## src/rfa_consts.vh

```
// constants for the register field access library
`ifndef RFA_CONSTS_VH
`define RFA_CONSTS_VH
`define RFA_W          8
`define RFA_T_RO       3'h0
`define RFA_T_RDSET    3'h1
`define RFA_T_RC       3'h2
`define RFA_T_WO       3'h3
`define RFA_T_WC       3'h4
`define RFA_T_WANY     3'h5
`define RFA_T_SCLR     3'h6
`define RFA_T_SS       3'h7
`define RFA_RST_VAL    8'h00
`endif

```

## src/rfa_field.v

```verilog
// one configurable register field with selectable access semantics
`timescale 1ns/1ps
`include "rfa_consts.vh"
module rfa_field #(
  parameter [2:0]        FIELD_TYPE  = `RFA_T_RO,
  parameter [`RFA_W-1:0] RESET_VALUE = `RFA_RST_VAL,
  parameter              LITE_EXEMPT = 0,
  parameter              SOFT_EXEMPT = 0
) (
  // clock and resets
  input  wire              sys_clk_i,
  input  wire              rstn_i,
  input  wire              lite_rst_i,
  input  wire              soft_rst_i,
  // software access port
  input  wire              rd_i,
  input  wire              wr_i,
  input  wire [`RFA_W-1:0] wdata_i,
  output wire [`RFA_W-1:0] rdata_o,
  // hardware side
  input  wire              hw_set_i,
  input  wire [`RFA_W-1:0] hw_value_i,
  input  wire [`RFA_W-1:0] hw_cond_i,
  input  wire [`RFA_W-1:0] hw_low_cond_i,
  output wire [`RFA_W-1:0] field_value_o,
  output wire [`RFA_W-1:0] latch_low_status_o,
  output wire [`RFA_W-1:0] latch_high_status_o,
  output wire [`RFA_W-1:0] phy_sticky_high_status_o
);

  // field register and its next value
  reg  [`RFA_W-1:0] field_reg;
  reg  [`RFA_W-1:0] field_next;
  // read strobe seen on the previous edge
  reg               rd_d_reg;
  // status vectors gathered from the per-bit slices
  wire [`RFA_W-1:0] lat_low_bits;
  wire [`RFA_W-1:0] lat_high_bits;
  wire [`RFA_W-1:0] sticky_bits;
  // access and reset qualifiers
  wire              rd_pulse;
  wire              lite_clear;
  wire              soft_clear;
  wire              part_clear;
  wire              part_hold;
  wire [`RFA_W-1:0] hw_or_bits;

  // one side effect per software read, on its first cycle
  assign rd_pulse = rd_i & ~rd_d_reg;

  // a reset kind clears only fields that are not exempt from it
  assign lite_clear = lite_rst_i & (LITE_EXEMPT == 0);
  assign soft_clear = soft_rst_i & (SOFT_EXEMPT == 0);
  assign part_clear = lite_clear | soft_clear;

  // an exempt field freezes while its reset kind is asserted and no non-exempt kind is
  assign part_hold = (lite_rst_i | soft_rst_i) & ~part_clear;

  // hardware value merged into the hardware-settable types
  assign hw_or_bits = hw_set_i ? hw_value_i : {`RFA_W{1'b0}};

  // main field next state by access type
  always @* begin
    field_next = field_reg;
    case (FIELD_TYPE)
      `RFA_T_RO: begin
        // mirrors the hardware value, writes never reach it
        field_next = hw_value_i;
      end
      `RFA_T_RDSET: begin
        // hardware set empties it, a read fills it
        if (hw_set_i) begin
          field_next = {`RFA_W{1'b0}};
        end
        if (rd_pulse) begin
          field_next = {`RFA_W{1'b1}};
        end
      end
      `RFA_T_RC: begin
        // read clears, writes ignored
        if (rd_pulse) begin
          field_next = {`RFA_W{1'b0}};
        end
        field_next = field_next | hw_or_bits;
      end
      `RFA_T_WO: begin
        // last write kept, never read back
        if (wr_i) begin
          field_next = wdata_i;
        end
      end
      `RFA_T_WC: begin
        // ones in the data clear, hardware may set again
        if (wr_i) begin
          field_next = field_reg & ~wdata_i;
        end
        field_next = field_next | hw_or_bits;
      end
      `RFA_T_WANY: begin
        // any write empties it
        if (wr_i) begin
          field_next = {`RFA_W{1'b0}};
        end
        field_next = field_next | hw_or_bits;
      end
      `RFA_T_SCLR: begin
        // set bits last one cycle, zero writes do nothing
        field_next = wr_i ? wdata_i : {`RFA_W{1'b0}};
      end
      `RFA_T_SS: begin
        // cleared bits last one cycle, one writes do nothing
        field_next = wr_i ? wdata_i : {`RFA_W{1'b1}};
      end
      default: begin
        field_next = field_reg;
      end
    endcase
  end

  // read strobe history for the single-effect rule
  always @(posedge sys_clk_i) begin
    if (!rstn_i) begin
      rd_d_reg <= 1'b0;
    end else begin
      rd_d_reg <= rd_i;
    end
  end

  // field register: hard reset, non-exempt reset kinds, freeze, update
  always @(posedge sys_clk_i) begin
    if (!rstn_i) begin
      field_reg <= RESET_VALUE;
    end else if (part_clear) begin
      field_reg <= RESET_VALUE;
    end else if (part_hold) begin
      field_reg <= field_reg;
    end else begin
      field_reg <= field_next;
    end
  end

  // per-bit synchronisers and latching status
  genvar bit_idx;
  generate
    for (bit_idx = 0; bit_idx < `RFA_W; bit_idx = bit_idx + 1) begin : g_bit
      // synchroniser stages
      reg cond_s1_reg;
      reg cond_reg;
      reg low_s1_reg;
      reg low_reg;
      // status state and next values
      reg lat_low_reg;
      reg lat_high_reg;
      reg sticky_reg;
      reg unread_reg;
      reg lat_low_next;
      reg lat_high_next;
      reg sticky_next;
      reg unread_next;

      // condition pins come from other domains: two flops each
      // only the second stage is read by logic
      always @(posedge sys_clk_i) begin
        if (!rstn_i) begin
          cond_s1_reg <= 1'b0;
          cond_reg    <= 1'b0;
          low_s1_reg  <= 1'b0;
          low_reg     <= 1'b0;
        end else begin
          cond_s1_reg <= hw_cond_i[bit_idx];
          cond_reg    <= cond_s1_reg;
          low_s1_reg  <= hw_low_cond_i[bit_idx];
          low_reg     <= low_s1_reg;
        end
      end

      // next status; a capture beats a clearing read in the same cycle
      always @* begin
        // latched indications drop only on a read
        lat_low_next  = (rd_pulse ? 1'b0 : lat_low_reg) | low_reg;
        lat_high_next = (rd_pulse ? 1'b0 : lat_high_reg) | cond_reg;
        // sticky bit held while unread, then follows the condition
        sticky_next   = cond_reg |
                        (sticky_reg & unread_reg & ~rd_pulse);
        // a rise in the cycle of a read is still unread
        unread_next   = (unread_reg & ~rd_pulse) |
                        (cond_reg & ~sticky_reg);
      end

      // status registers with the same reset handling as the field
      always @(posedge sys_clk_i) begin
        if (!rstn_i) begin
          lat_low_reg  <= 1'b0;
          lat_high_reg <= 1'b0;
          sticky_reg   <= 1'b0;
          unread_reg   <= 1'b0;
        end else if (part_clear) begin
          lat_low_reg  <= 1'b0;
          lat_high_reg <= 1'b0;
          sticky_reg   <= 1'b0;
          unread_reg   <= 1'b0;
        end else if (!part_hold) begin
          lat_low_reg  <= lat_low_next;
          lat_high_reg <= lat_high_next;
          sticky_reg   <= sticky_next;
          unread_reg   <= unread_next;
        end
      end

      // gather the slice into the status vectors
      assign lat_low_bits[bit_idx]  = lat_low_reg;
      assign lat_high_bits[bit_idx] = lat_high_reg;
      assign sticky_bits[bit_idx]   = sticky_reg;
    end
  endgenerate

  // readback; write-only reads zero since its value is unspecified
  assign rdata_o = (FIELD_TYPE == `RFA_T_WO) ? {`RFA_W{1'b0}} : field_reg;

  // field and status outputs straight from flip-flops
  assign field_value_o            = field_reg;
  assign latch_low_status_o       = lat_low_bits;
  assign latch_high_status_o      = lat_high_bits;
  assign phy_sticky_high_status_o = sticky_bits;

endmodule // rfa_field

```

## config.mk

```make
export PLATFORM = sky130hd
export DESIGN_NAME = rfa_field
export DESIGN_NICKNAME = d
export VERILOG_FILES = /design/src/rfa_field.v
export VERILOG_INCLUDE_DIRS = /design/src
export SDC_FILE = /design/constraint.sdc
export NUM_CORES = 1
export LEC_CHECK = 0
export ABC_AREA = 1
export BUFFER_PORTS_ARGS = -buffer_cell sky130_fd_sc_hd__buf_2
export CELL_PAD_IN_SITES_DETAIL_PLACEMENT = 0
export CELL_PAD_IN_SITES_GLOBAL_PLACEMENT = 2
export CORE_MARGIN = 1
export CORE_UTILIZATION = 27
export CTS_BUF_LIST = sky130_fd_sc_hd__clkbuf_8
export DETAILED_ROUTE_END_ITERATION = 6
export PLACE_DENSITY = 0.76
export SLEW_MARGIN = 20
export SYNTH_ARGS = -nofsm -noshare
export SYNTH_HDL_FRONTEND = slang
export SYNTH_SLANG_ARGS = --single-unit
```

## constraint.sdc

```tcl
create_clock -name sys_clk_i -period 0.8 [get_ports sys_clk_i]
set_input_delay 0 -clock sys_clk_i [delete_from_list [all_inputs] [get_ports sys_clk_i]]
set_output_delay 0 -clock sys_clk_i [all_outputs]
set_load 0.05 [all_outputs]
```

==> flow_metrics.env, run 1 <==
export IMPL_outcome="finished, violations left"
export IMPL_violations="negative setup slack"
export IMPL_vias=1925
export IMPL_fin_ws_ns=-0.0466
export IMPL_finalInstanceArea_sq_um=3950
export IMPL_antenna_found_initial=0
export IMPL_hp_class="primary input to register"
export IMPL_crit_fanout=2
export IMPL_place_area_sq_um=2860
export IMPL_initial_core_util=0.280
export IMPL_cp_arrival_ns=0.85
export IMPL_rsz0062_at_grt="yes"
export IMPL_final_min_clock_period_ns=0.847
export IMPL_cts_tree="yes"
export IMPL_grt_pass1_wl_um=7530
export IMPL_dp_hpwl_um=2810
export IMPL_ys_seq_area_frac=0.561
export IMPL_overflow=0
export IMPL_area_delta_synth_final_pct=51.5
export IMPL_antenna_diode_count=0
export IMPL_cp_end_kind="primary output"
export IMPL_cp_top_family="flip-flops"
export IMPL_place_ws_ns=-0.0372
export IMPL_ant_nets=0
export IMPL_grt_max_degree=41
export IMPL_min_delay_start="rstn_i"
export IMPL_tns_ns=-2.10
export IMPL_core_rowCount=35
export IMPL_port_buffers=68
export IMPL_drc=0
export IMPL_dr_first_iter_drc_count=46
export IMPL_comb_power_share=0.085
export IMPL_power_leakage_nw=1.94
export IMPL_max_slew_margin_rel=0.838
export IMPL_slew_violations=0
export IMPL_cts_htree_levels=3
export IMPL_drive_above_1_share=0.377
export IMPL_via_per_inst=3.63
export IMPL_required_ns=0.80
export IMPL_die_y_um=100
export IMPL_p_switching_mw=1.70
export IMPL_drv_cap=0
export IMPL_dieArea_sq_um=10000
export IMPL_ff2ff_setup_slack_ns=-0.04
export IMPL_synth_seq_cells=73
export IMPL_fin_util=0.425
export IMPL_max_stage_delay_ns=0.36
export IMPL_critical_path_cell_chain="buf_6"
export IMPL_syn_nets=353
export IMPL_pwr_share_clk=0.436
export IMPL_placed_cells=473
export IMPL_syn_avg_cell_area_sq_um=8.29
export IMPL_wl_per_cell_um=9.17
export IMPL_swShare=0.215
export IMPL_rr_worst_depth=5
export IMPL_instances_no_fill=530
export IMPL_totalWireLength_um=4860
export IMPL_die_w_um=100
export IMPL_nets=435
export IMPL_cts_root_buffer="clkbuf_8"
export IMPL_setup_viol=71
export IMPL_cts_sinks=73
export IMPL_core_area_sq_um=9280
export IMPL_cp_slowest_cell="dfxtp_2"
export IMPL_clock_latency_ns=0.33
export IMPL_path_class="register to primary output"
export IMPL_ys_types=12
export IMPL_r2r_end="g_bit[7].lat_low_reg$_SDFF_PP0_"
export IMPL_fin_skew_ns=0.00503
export IMPL_hold_viol=0
export IMPL_drtPass1Iterations=4
export IMPL_clkTransAtPathRegs_ns=0.08
export IMPL_cts_max_path_buffers=2
export IMPL_startpoint_type="register"
export IMPL_r2r_start="rd_d_reg$_SDFF_PN0_"
export IMPL_cp_depth=1
export IMPL_seqPwrFrac=0.479
export IMPL_intPower_mw=6.21
export IMPL_fillers=957
export IMPL_gp_congestion=0.657
export IMPL_tightest_slew_ns=0.243
export IMPL_max_freq_ghz=1.18
export IMPL_cts_made_buffers=9
export IMPL_cp_num_buf_inv=1
export IMPL_synth_area_sq_um=2600
export IMPL_worst_ir_drop_vdd_mv=0.877
export IMPL_boundaryPins=79
export IMPL_p_per_area_nw_per_um2=2010
export IMPL_whs_endpoint="g_bit[1].low_reg$_SDFF_PN0_"
export IMPL_track_usage=0.0988
export IMPL_fin_crit_sh=1.06
export IMPL_yosysWarnings=0
export IMPL_syn_inst=314
export IMPL_hold_depth=4
export IMPL_grt_pass1_vias=1714
-- Yosys cell counts --
master,count,area [sq um]
nand2_1,81,304
inv_1,74,278
dfxtp_1,73,1460
buf_4,36,270
a21oi_1,29,145
nor2_1,8,30.0
buf_6,4,45.0
a21oi_2,3,26.3
buf_2,3,15.0
nand2_2,1,6.26
nand2_4,1,11.3
nor2_4,1,11.3
-- what timing repair did --
| item | in CTS | in global routing |
|---|---|---|
| endpoints found under the setup margin | 72 | 72 |
| gates resized for setup | 116 | 36 |
| endpoints found under the hold margin | 25 | 0 |
| setup buffers | 11 | 4 |
| gates cloned | 0 | 1 |
| hold buffers | 25 | 0 |
-- cell usage in the layout (no fill, tap or decap), types with 2 or more instances in the layout --
cell type	netlist	layout
buf_6	4	3
dfxtp_2	0	32
dlygate4sd3_1	0	25
a21oi_1	29	23
clkbuf_8	0	10
nand2_1	81	80
buf_4	36	17
inv_1	74	74
nor2_1	8	8
buf_12	0	3
bufinv_16	0	3
buf_2	3	28
a21oi_2	3	9
nand2_4	1	2
buf_8	0	37
dfxtp_1	73	40
-- through the flow --
stage | total power [mW] | hold WS (ns)
finish | 7.91 | 0.0848
global route | 8.30 | 0.0888
CTS | 8.03 | 0.0653
detailed placement | 4.34 | 0.187
global placement | 4.34 | 0.182
floorplan | 4.21 | 0.0935
-- worst max-delay path by stage --
stage	start	endpoint	slack (ns)
floorplan	rd_d_reg$_SDFF_PN0_	g_bit[0].lat_high_reg$_SDFF_PP0_	0.03
finish	field_value_o[5]$_SDFF_PP0_	field_value_o[5]	-0.05
CTS	field_value_o[2]$_SDFF_PP0_	field_value_o[2]	-0.09
detailed placement	rd_d_reg$_SDFF_PN0_	g_bit[3].unread_reg$_SDFF_PP0_	-0.04
global route	rd_d_reg$_SDFF_PN0_	g_bit[7].lat_low_reg$_SDFF_PP0_	-0.10
global placement	rd_d_reg$_SDFF_PN0_	g_bit[5].lat_low_reg$_SDFF_PP0_	-0.02
-- power by group through the flow --
| stage | Clock [mW] | Combinational [mW] | Sequential [mW] |
|---|---|---|---|
| 6_report | 3.45 | 0.673 | 3.79 |
| 5_1_grt | 3.77 | 0.732 | 3.80 |
| 4_1_cts | 3.62 | 0.626 | 3.78 |
| 3_5_place_dp | 0 | 0.480 | 3.86 |
| 3_3_place_gp | 0 | 0.478 | 3.86 |
| 2_1_floorplan | 0 | 0.317 | 3.89 |
-- per-layer routing --
| layer | vias to the layer above | track usage | wire length [um] |
|---|---|---|---|
| li1 | 1031 | - | - |
| met1 | 840 | 0.116 | 2260 |
| met2 | 45 | 0.157 | 2280 |
| met3 | 9 | 0.0237 | 202 |
| met4 | 0 | 0.0736 | 115 |
| met5 | - | 0 | 0 |
-- layout make-up --
type / instances / area [sq um] / share of cell area
multi-input cells: 124 / 564 / 0.143
inverters: 74 / 278 / 0.0704
well taps: 129 / 161 / 0.0409
clock buffers: 10 / 138 / 0.0349
clock inverters: 6 / 106 / 0.0270
repair buffers: 114 / 1190 / 0.302
flip-flops and latches: 73 / 1510 / 0.382
-- cells by family after synthesis --
group	count (synthesis)	synth area share
buffers and inverters	117	0.234
flip-flops	73	0.561
AO/OA/AOI/OAI	32	0.0658
AND/OR/NAND/NOR	92	0.139
Note: power is estimated with default switching activity, not from simulation.
==> run 2, diff against run 1 <==
--- a/config.mk
+++ b/config.mk
@@ -14,7 +14,7 @@
 export CORE_UTILIZATION = 27
 export CTS_BUF_LIST = sky130_fd_sc_hd__clkbuf_8
 export DETAILED_ROUTE_END_ITERATION = 6
-export PLACE_DENSITY = 0.76
+export PLACE_DENSITY_LB_ADDON = 0.1
 export SLEW_MARGIN = 20
 export SYNTH_ARGS = -nofsm -noshare
 export SYNTH_HDL_FRONTEND = slang
==> run 2 against run 1 <==
Net effect:
- the flow still finishes with violations (negative setup slack)
- combinational power rose by 9.1%
- non-clock buffer count increased by 1
- count of clock-buffer cells in the layout did not move
- setup slack worse by 0.045 ns
- clock skew increased by 0.0013 ns
- total power shrank 10%
- sequential share of layout area is 0.32 points lower
- clock power fell by 25%
- fmax down 5.0%
- design area up 1.0%
- critical endpoint is now g_bit[0].lat_low_reg$_SDFF_PP0_
- highest routed layer unchanged
==> flow_metrics.env, run 2 (synthesized netlist as in run 1, its figures left out) <==
export IMPL_wl_per_cell_um=9.58
export IMPL_tns_ns=-3.47
export IMPL_cts_tree="yes"
export IMPL_r2r_end="g_bit[0].lat_low_reg$_SDFF_PP0_"
export IMPL_vias=1905
export IMPL_antenna_diode_count=0
export IMPL_p_switching_mw=1.81
export IMPL_final_common_cell="inv_1"
export IMPL_area_delta_synth_final_pct=53.1
export IMPL_hp_class="primary input to register"
export IMPL_holdWs_ns=0.0993
export IMPL_cp_arrival_ns=1.11
export IMPL_rr_worst_depth=5
export IMPL_clkTransAtPathRegs_ns=0.08
export IMPL_dr_first_iter_drc_count=26
export IMPL_crit_fanout=6
export IMPL_dp_hpwl_um=2820
export IMPL_overflow=0
export IMPL_initial_core_util=0.280
export IMPL_cts_max_path_buffers=2
export IMPL_fin_crit_sh=1.11
export IMPL_drv_cap=0
export IMPL_p_per_area_nw_per_um2=1790
export IMPL_gp_congestion=0.645
export IMPL_core_area_sq_um=9280
export IMPL_max_freq_ghz=1.12
export IMPL_critical_path_cell_chain="inv_4 > nand2_8 > clkbuf_16 > nand2_1 > a21oi_2"
export IMPL_grt_pass1_vias=1752
export IMPL_totalWireLength_um=5090
export IMPL_max_slew_margin_rel=0.831
export IMPL_cp_slowest_cell="dfxtp_2"
export IMPL_via_per_inst=3.59
export IMPL_path_class="register to register"
export IMPL_ant_nets=0
export IMPL_tightest_slew_ns=0.253
export IMPL_cts_made_buffers=9
export IMPL_cts_sinks=73
export IMPL_die_w_um=100
export IMPL_intPower_mw=5.32
export IMPL_fin_skew_ns=0.00637
export IMPL_port_buffers=68
export IMPL_hold_viol=0
export IMPL_boundaryPins=79
export IMPL_antenna_found_initial=0
export IMPL_drc=0
export IMPL_fin_ws_ns=-0.0917
export IMPL_seqPwrFrac=0.531
export IMPL_startpoint_type="register"
export IMPL_mostFrequentLayoutCells="inv_1, nand2_1, dfxtp_1"
export IMPL_min_delay_start="rstn_i"
export IMPL_multi_input_area_sq_um=608
export IMPL_comb_power_share=0.103
export IMPL_max_stage_delay_ns=0.33
export IMPL_whs_endpoint="g_bit[1].low_s1_reg$_SDFF_PN0_"
export IMPL_nets=436
export IMPL_cts_root_buffer="clkbuf_8"
export IMPL_grt_max_degree=41
export IMPL_dieArea_sq_um=10000
export IMPL_drtPass1Iterations=4
export IMPL_outcome="finished, violations left"
export IMPL_rsz0062_at_grt="yes"
export IMPL_swShare=0.253
export IMPL_ff2ff_setup_slack_ns=-0.09
export IMPL_fillers=954
export IMPL_track_usage=0.105
export IMPL_violations="negative setup slack"
export IMPL_slew_violations=0
export IMPL_die_y_um=100
export IMPL_hold_depth=4
export IMPL_cp_end_kind="register"
export IMPL_grt_pass1_wl_um=7960
export IMPL_final_min_clock_period_ns=0.892
export IMPL_worst_ir_drop_vdd_mv=0.854
export IMPL_seqCellArea_sq_um=1510
export IMPL_required_ns=1.02
export IMPL_power_leakage_nw=1.95
export IMPL_core_rowCount=35
export IMPL_pwr_share_clk=0.365
export IMPL_instances_no_fill=531
export IMPL_placed_cells=473
export IMPL_cts_htree_levels=3
export IMPL_r2r_start="rd_d_reg$_SDFF_PN0_"
export IMPL_clock_latency_ns=0.33
export IMPL_drive_above_1_share=0.398
export IMPL_setup_viol=72
[run 2: power groups by stage]
| stage | combinational (mW) | clock [mW] | sequential (mW) |
|---|---|---|---|
| floorplan | 0.317 | 0 | 3.89 |
| global placement | 0.486 | 0 | 3.86 |
| detailed placement | 0.486 | 0 | 3.86 |
| CTS | 0.657 | 2.76 | 3.78 |
| global route | 0.796 | 2.93 | 3.80 |
| finish | 0.734 | 2.60 | 3.79 |
[run 2: metrics by stage]
stage                util  setup WS (ns)  instance area, sq um  total power, mW
finish              0.429        -0.0917                  3990             7.12
global route        0.429         -0.154                  3990             7.52
CTS                 0.399        -0.0780                  3700             7.20
detailed placement  0.308        -0.0586                  2860             4.35
global placement    0.308        -0.0369                  2860             4.35
floorplan               -         0.0327                  2610             4.21
[run 2: final cells by class]
class                      count  area share
clock buffer                  10      0.0345
clock inverter                 6      0.0107
inverter                      74      0.0703
multi-input combinational    124       0.153
sequential                    73       0.378
tap                          129      0.0405
timing repair buffer         115       0.313
[run 2: worst max path at each step]
stage,from,end,slack (ns),depth (start not counted)
floorplan,rd_d_reg$_SDFF_PN0_,g_bit[0].lat_high_reg$_SDFF_PP0_,0.03,5
global placement,rd_d_reg$_SDFF_PN0_,g_bit[5].lat_low_reg$_SDFF_PP0_,-0.04,5
detailed placement,rd_d_reg$_SDFF_PN0_,g_bit[3].unread_reg$_SDFF_PP0_,-0.06,5
CTS,g_bit[7].sticky_reg$_SDFF_PP0_,phy_sticky_high_status_o[7],-0.08,1
global route,rd_d_reg$_SDFF_PN0_,g_bit[4].unread_reg$_SDFF_PP0_,-0.15,5
finish,rd_d_reg$_SDFF_PN0_,g_bit[0].lat_low_reg$_SDFF_PP0_,-0.09,5
[run 2: worst max-delay path, delay by kind of cell (launching register included)]
| family | cells | cell delay [ns] |
|---|---|---|
| flip-flops | 1 | 0.33 |
| buffers and inverters | 2 | 0.24 |
| AND/OR/NAND/NOR | 2 | 0.16 |
| AO/OA/AOI/OAI | 1 | 0.05 |
[run 2: repair_timing]
item	4_1_cts	5_1_grt
hold buffers	26	0
gates cloned	1	2
hold endpoints to repair	25	0
resized for setup	114	55
endpoints found under the setup margin	72	72
setup buffers	9	4
pin swaps	0	6
[run 2: layer usage]
metal | GRT usage | vias to the layer above | share of wire
met5 | 0 | - | 0
met4 | 0.0368 | 0 | 0.012
met3 | 0.0494 | 5 | 0.056
met2 | 0.179 | 47 | 0.47
met1 | 0.113 | 816 | 0.46
li1 | - | 1037 | -
==> run 3, diff against run 2 <==
--- a/config.mk
+++ b/config.mk
@@ -19,3 +19,4 @@
 export SYNTH_ARGS = -nofsm -noshare
 export SYNTH_HDL_FRONTEND = slang
 export SYNTH_SLANG_ARGS = --single-unit
+export TNS_END_PERCENT = 50
==> run 3 against run 2 <==
Net effect:
- the flow still finishes with violations (negative setup slack)
- critical endpoint is now g_bit[2].lat_low_reg$_SDFF_PP0_
- non-clock buffer count fell by 6
- register-to-register slack gained 0.02 ns
- utilization is 0.22 points lower
- clock power decreased by 6%
- combinational power barely moved
- die area did not move
==> flow_metrics.env, run 3 (synthesized netlist as in run 1, its figures left out) <==
export IMPL_outcome="finished, violations left"
export IMPL_violations="negative setup slack"
export IMPL_initial_core_util=0.280
export IMPL_worst_ir_drop_vdd_mv=0.801
export IMPL_ant_nets=0
export IMPL_cts_sinks=73
export IMPL_port_buffers=68
export IMPL_placed_cells=473
export IMPL_dieArea_sq_um=10000
export IMPL_path_class="register to register"
export IMPL_cp_arrival_ns=1.10
export IMPL_clkTransAtPathRegs_ns=0.07
export IMPL_drive_above_1_share=0.418
export IMPL_wl_per_cell_um=9.59
export IMPL_vias=1883
export IMPL_nets=430
export IMPL_boundaryPins=79
export IMPL_multi_input_area_sq_um=643
export IMPL_dr_first_iter_drc_count=45
export IMPL_antenna_found_initial=0
export IMPL_cts_max_path_buffers=2
export IMPL_startpoint_type="register"
export IMPL_overflow=0
export IMPL_p_total_mw=6.96
export IMPL_core_area_sq_um=9280
export IMPL_fin_skew_ns=0.00896
export IMPL_clock_latency_ns=0.33
export IMPL_hp_class="primary input to register"
export IMPL_final_min_clock_period_ns=0.875
export IMPL_fin_ws_ns=-0.0752
export IMPL_fin_util=0.427
export IMPL_crit_fanout=8
export IMPL_antenna_diode_count=0
export IMPL_comb_power_share=0.106
export IMPL_via_per_inst=3.59
export IMPL_rsz0062_at_grt="yes"
export IMPL_tns_ns=-3.11
export IMPL_p_per_area_nw_per_um2=1750
export IMPL_max_freq_ghz=1.14
export IMPL_area_delta_synth_final_pct=52.3
export IMPL_die_y_um=100
export IMPL_drtPass1Iterations=4
export IMPL_tightest_slew_ns=0.154
export IMPL_hold_viol=0
export IMPL_max_slew_margin_rel=0.897
export IMPL_dp_hpwl_um=3000
export IMPL_grt_pass1_vias=1724
export IMPL_seqPwrFrac=0.544
export IMPL_cts_made_buffers=9
export IMPL_pwr_share_clk=0.350
export IMPL_cp_end_kind="register"
export IMPL_final_common_cell="inv_1"
export IMPL_p_switching_mw=1.69
export IMPL_slew_violations=0
export IMPL_seqCellArea_sq_um=1510
export IMPL_drv_cap=0
export IMPL_swShare=0.244
export IMPL_core_rowCount=35
export IMPL_mostFrequentLayoutCells="inv_1, nand2_1, dfxtp_1"
export IMPL_gp_congestion=0.639
export IMPL_cts_root_buffer="clkbuf_8"
export IMPL_grt_max_degree=34
export IMPL_intPower_mw=5.26
export IMPL_required_ns=1.02
export IMPL_power_leakage_nw=1.93
export IMPL_ff2ff_setup_slack_ns=-0.08
export IMPL_grt_pass1_wl_um=7950
export IMPL_track_usage=0.104
export IMPL_die_w_um=100
export IMPL_cts_tree="yes"
export IMPL_cts_htree_levels=3
export IMPL_fin_crit_sh=1.09
export IMPL_setup_viol=72
export IMPL_fillers=960
export IMPL_drc=0
export IMPL_instances_no_fill=524
export IMPL_totalWireLength_um=5020
[run 3: cell types whose count changed in the layout (fill, tap and decap cells not counted), sizes merged]
cell         previous run  this run
dlygate4sd3            26        25
clkinv                  3         4
clkbuf                 12        13
clkinvlp                2         0
buf                    87        81
[run 3: per-layer routing]
metal	wire [um]	global-route usage	part of all wire	vias up
met5	0	0	0	-
met4	105	0.0602	0.021	0
met3	192	0.0292	0.038	9
met2	2410	0.168	0.48	45
met1	2320	0.125	0.46	807
li1	-	-	-	1022
[run 3: per-stage QoR]
step	setup slack (ns)	instance area, sq um	hold WS [ns]
3_3_place_gp	-0.0241	2880	0.180
3_5_place_dp	-0.0346	2880	0.184
4_1_cts	-0.0689	3710	0.0867
5_1_grt	-0.111	3970	0.112
6_report	-0.0752	3970	0.105
2_1_floorplan	-0.0943	2610	0.0935
[run 3: final timing paths]
kind / startpoint / end / depth (start not counted)
hold reg to reg: g_bit[3].cond_s1_reg$_SDFF_PN0_ / g_bit[3].cond_reg$_SDFF_PN0_ / 2
setup / recovery: rd_d_reg$_SDFF_PN0_ / g_bit[2].lat_low_reg$_SDFF_PP0_ / 5
hold / removal: rstn_i / g_bit[1].cond_s1_reg$_SDFF_PN0_ / 4
setup reg to reg: rd_d_reg$_SDFF_PN0_ / g_bit[2].lat_low_reg$_SDFF_PP0_ / 5
[run 3: power by group through the flow]
| stage | logic (mW) | clock network, mW | registers, mW |
|---|---|---|---|
| floorplan | 0.317 | 0 | 3.89 |
| global placement | 0.498 | 0 | 3.86 |
| detailed placement | 0.498 | 0 | 3.86 |
| CTS | 0.647 | 2.58 | 3.78 |
| global route | 0.804 | 2.74 | 3.80 |
| finish | 0.737 | 2.44 | 3.78 |
[run 3: layout make-up]
type	instances	share of cell area
inverter	74	0.0701
timing repair buffer	109	0.305
clock buffer	10	0.0347
sequential	73	0.381
tap	129	0.0407
multi-input combinational	124	0.162
clock inverter	5	0.00600
[run 3: what timing repair did]
item | CTS | global route
gates resized for setup | 127 | 54
endpoints found under the hold margin | 25 | 0
cloned | 0 | 3
endpoints found under the setup margin | 72 | 72
pin swaps | 0 | 3
hold buffers | 25 | 0
buffers inserted | 8 | 0
[run 3: critical path, stage by stage, from the launching register on]
cell and delay, ns:
dfxtp_2 0.32, inv_2 0.08, nand2_8 0.09, clkbuf_16 0.18, nand2_1 0.06, a21oi_1 0.05
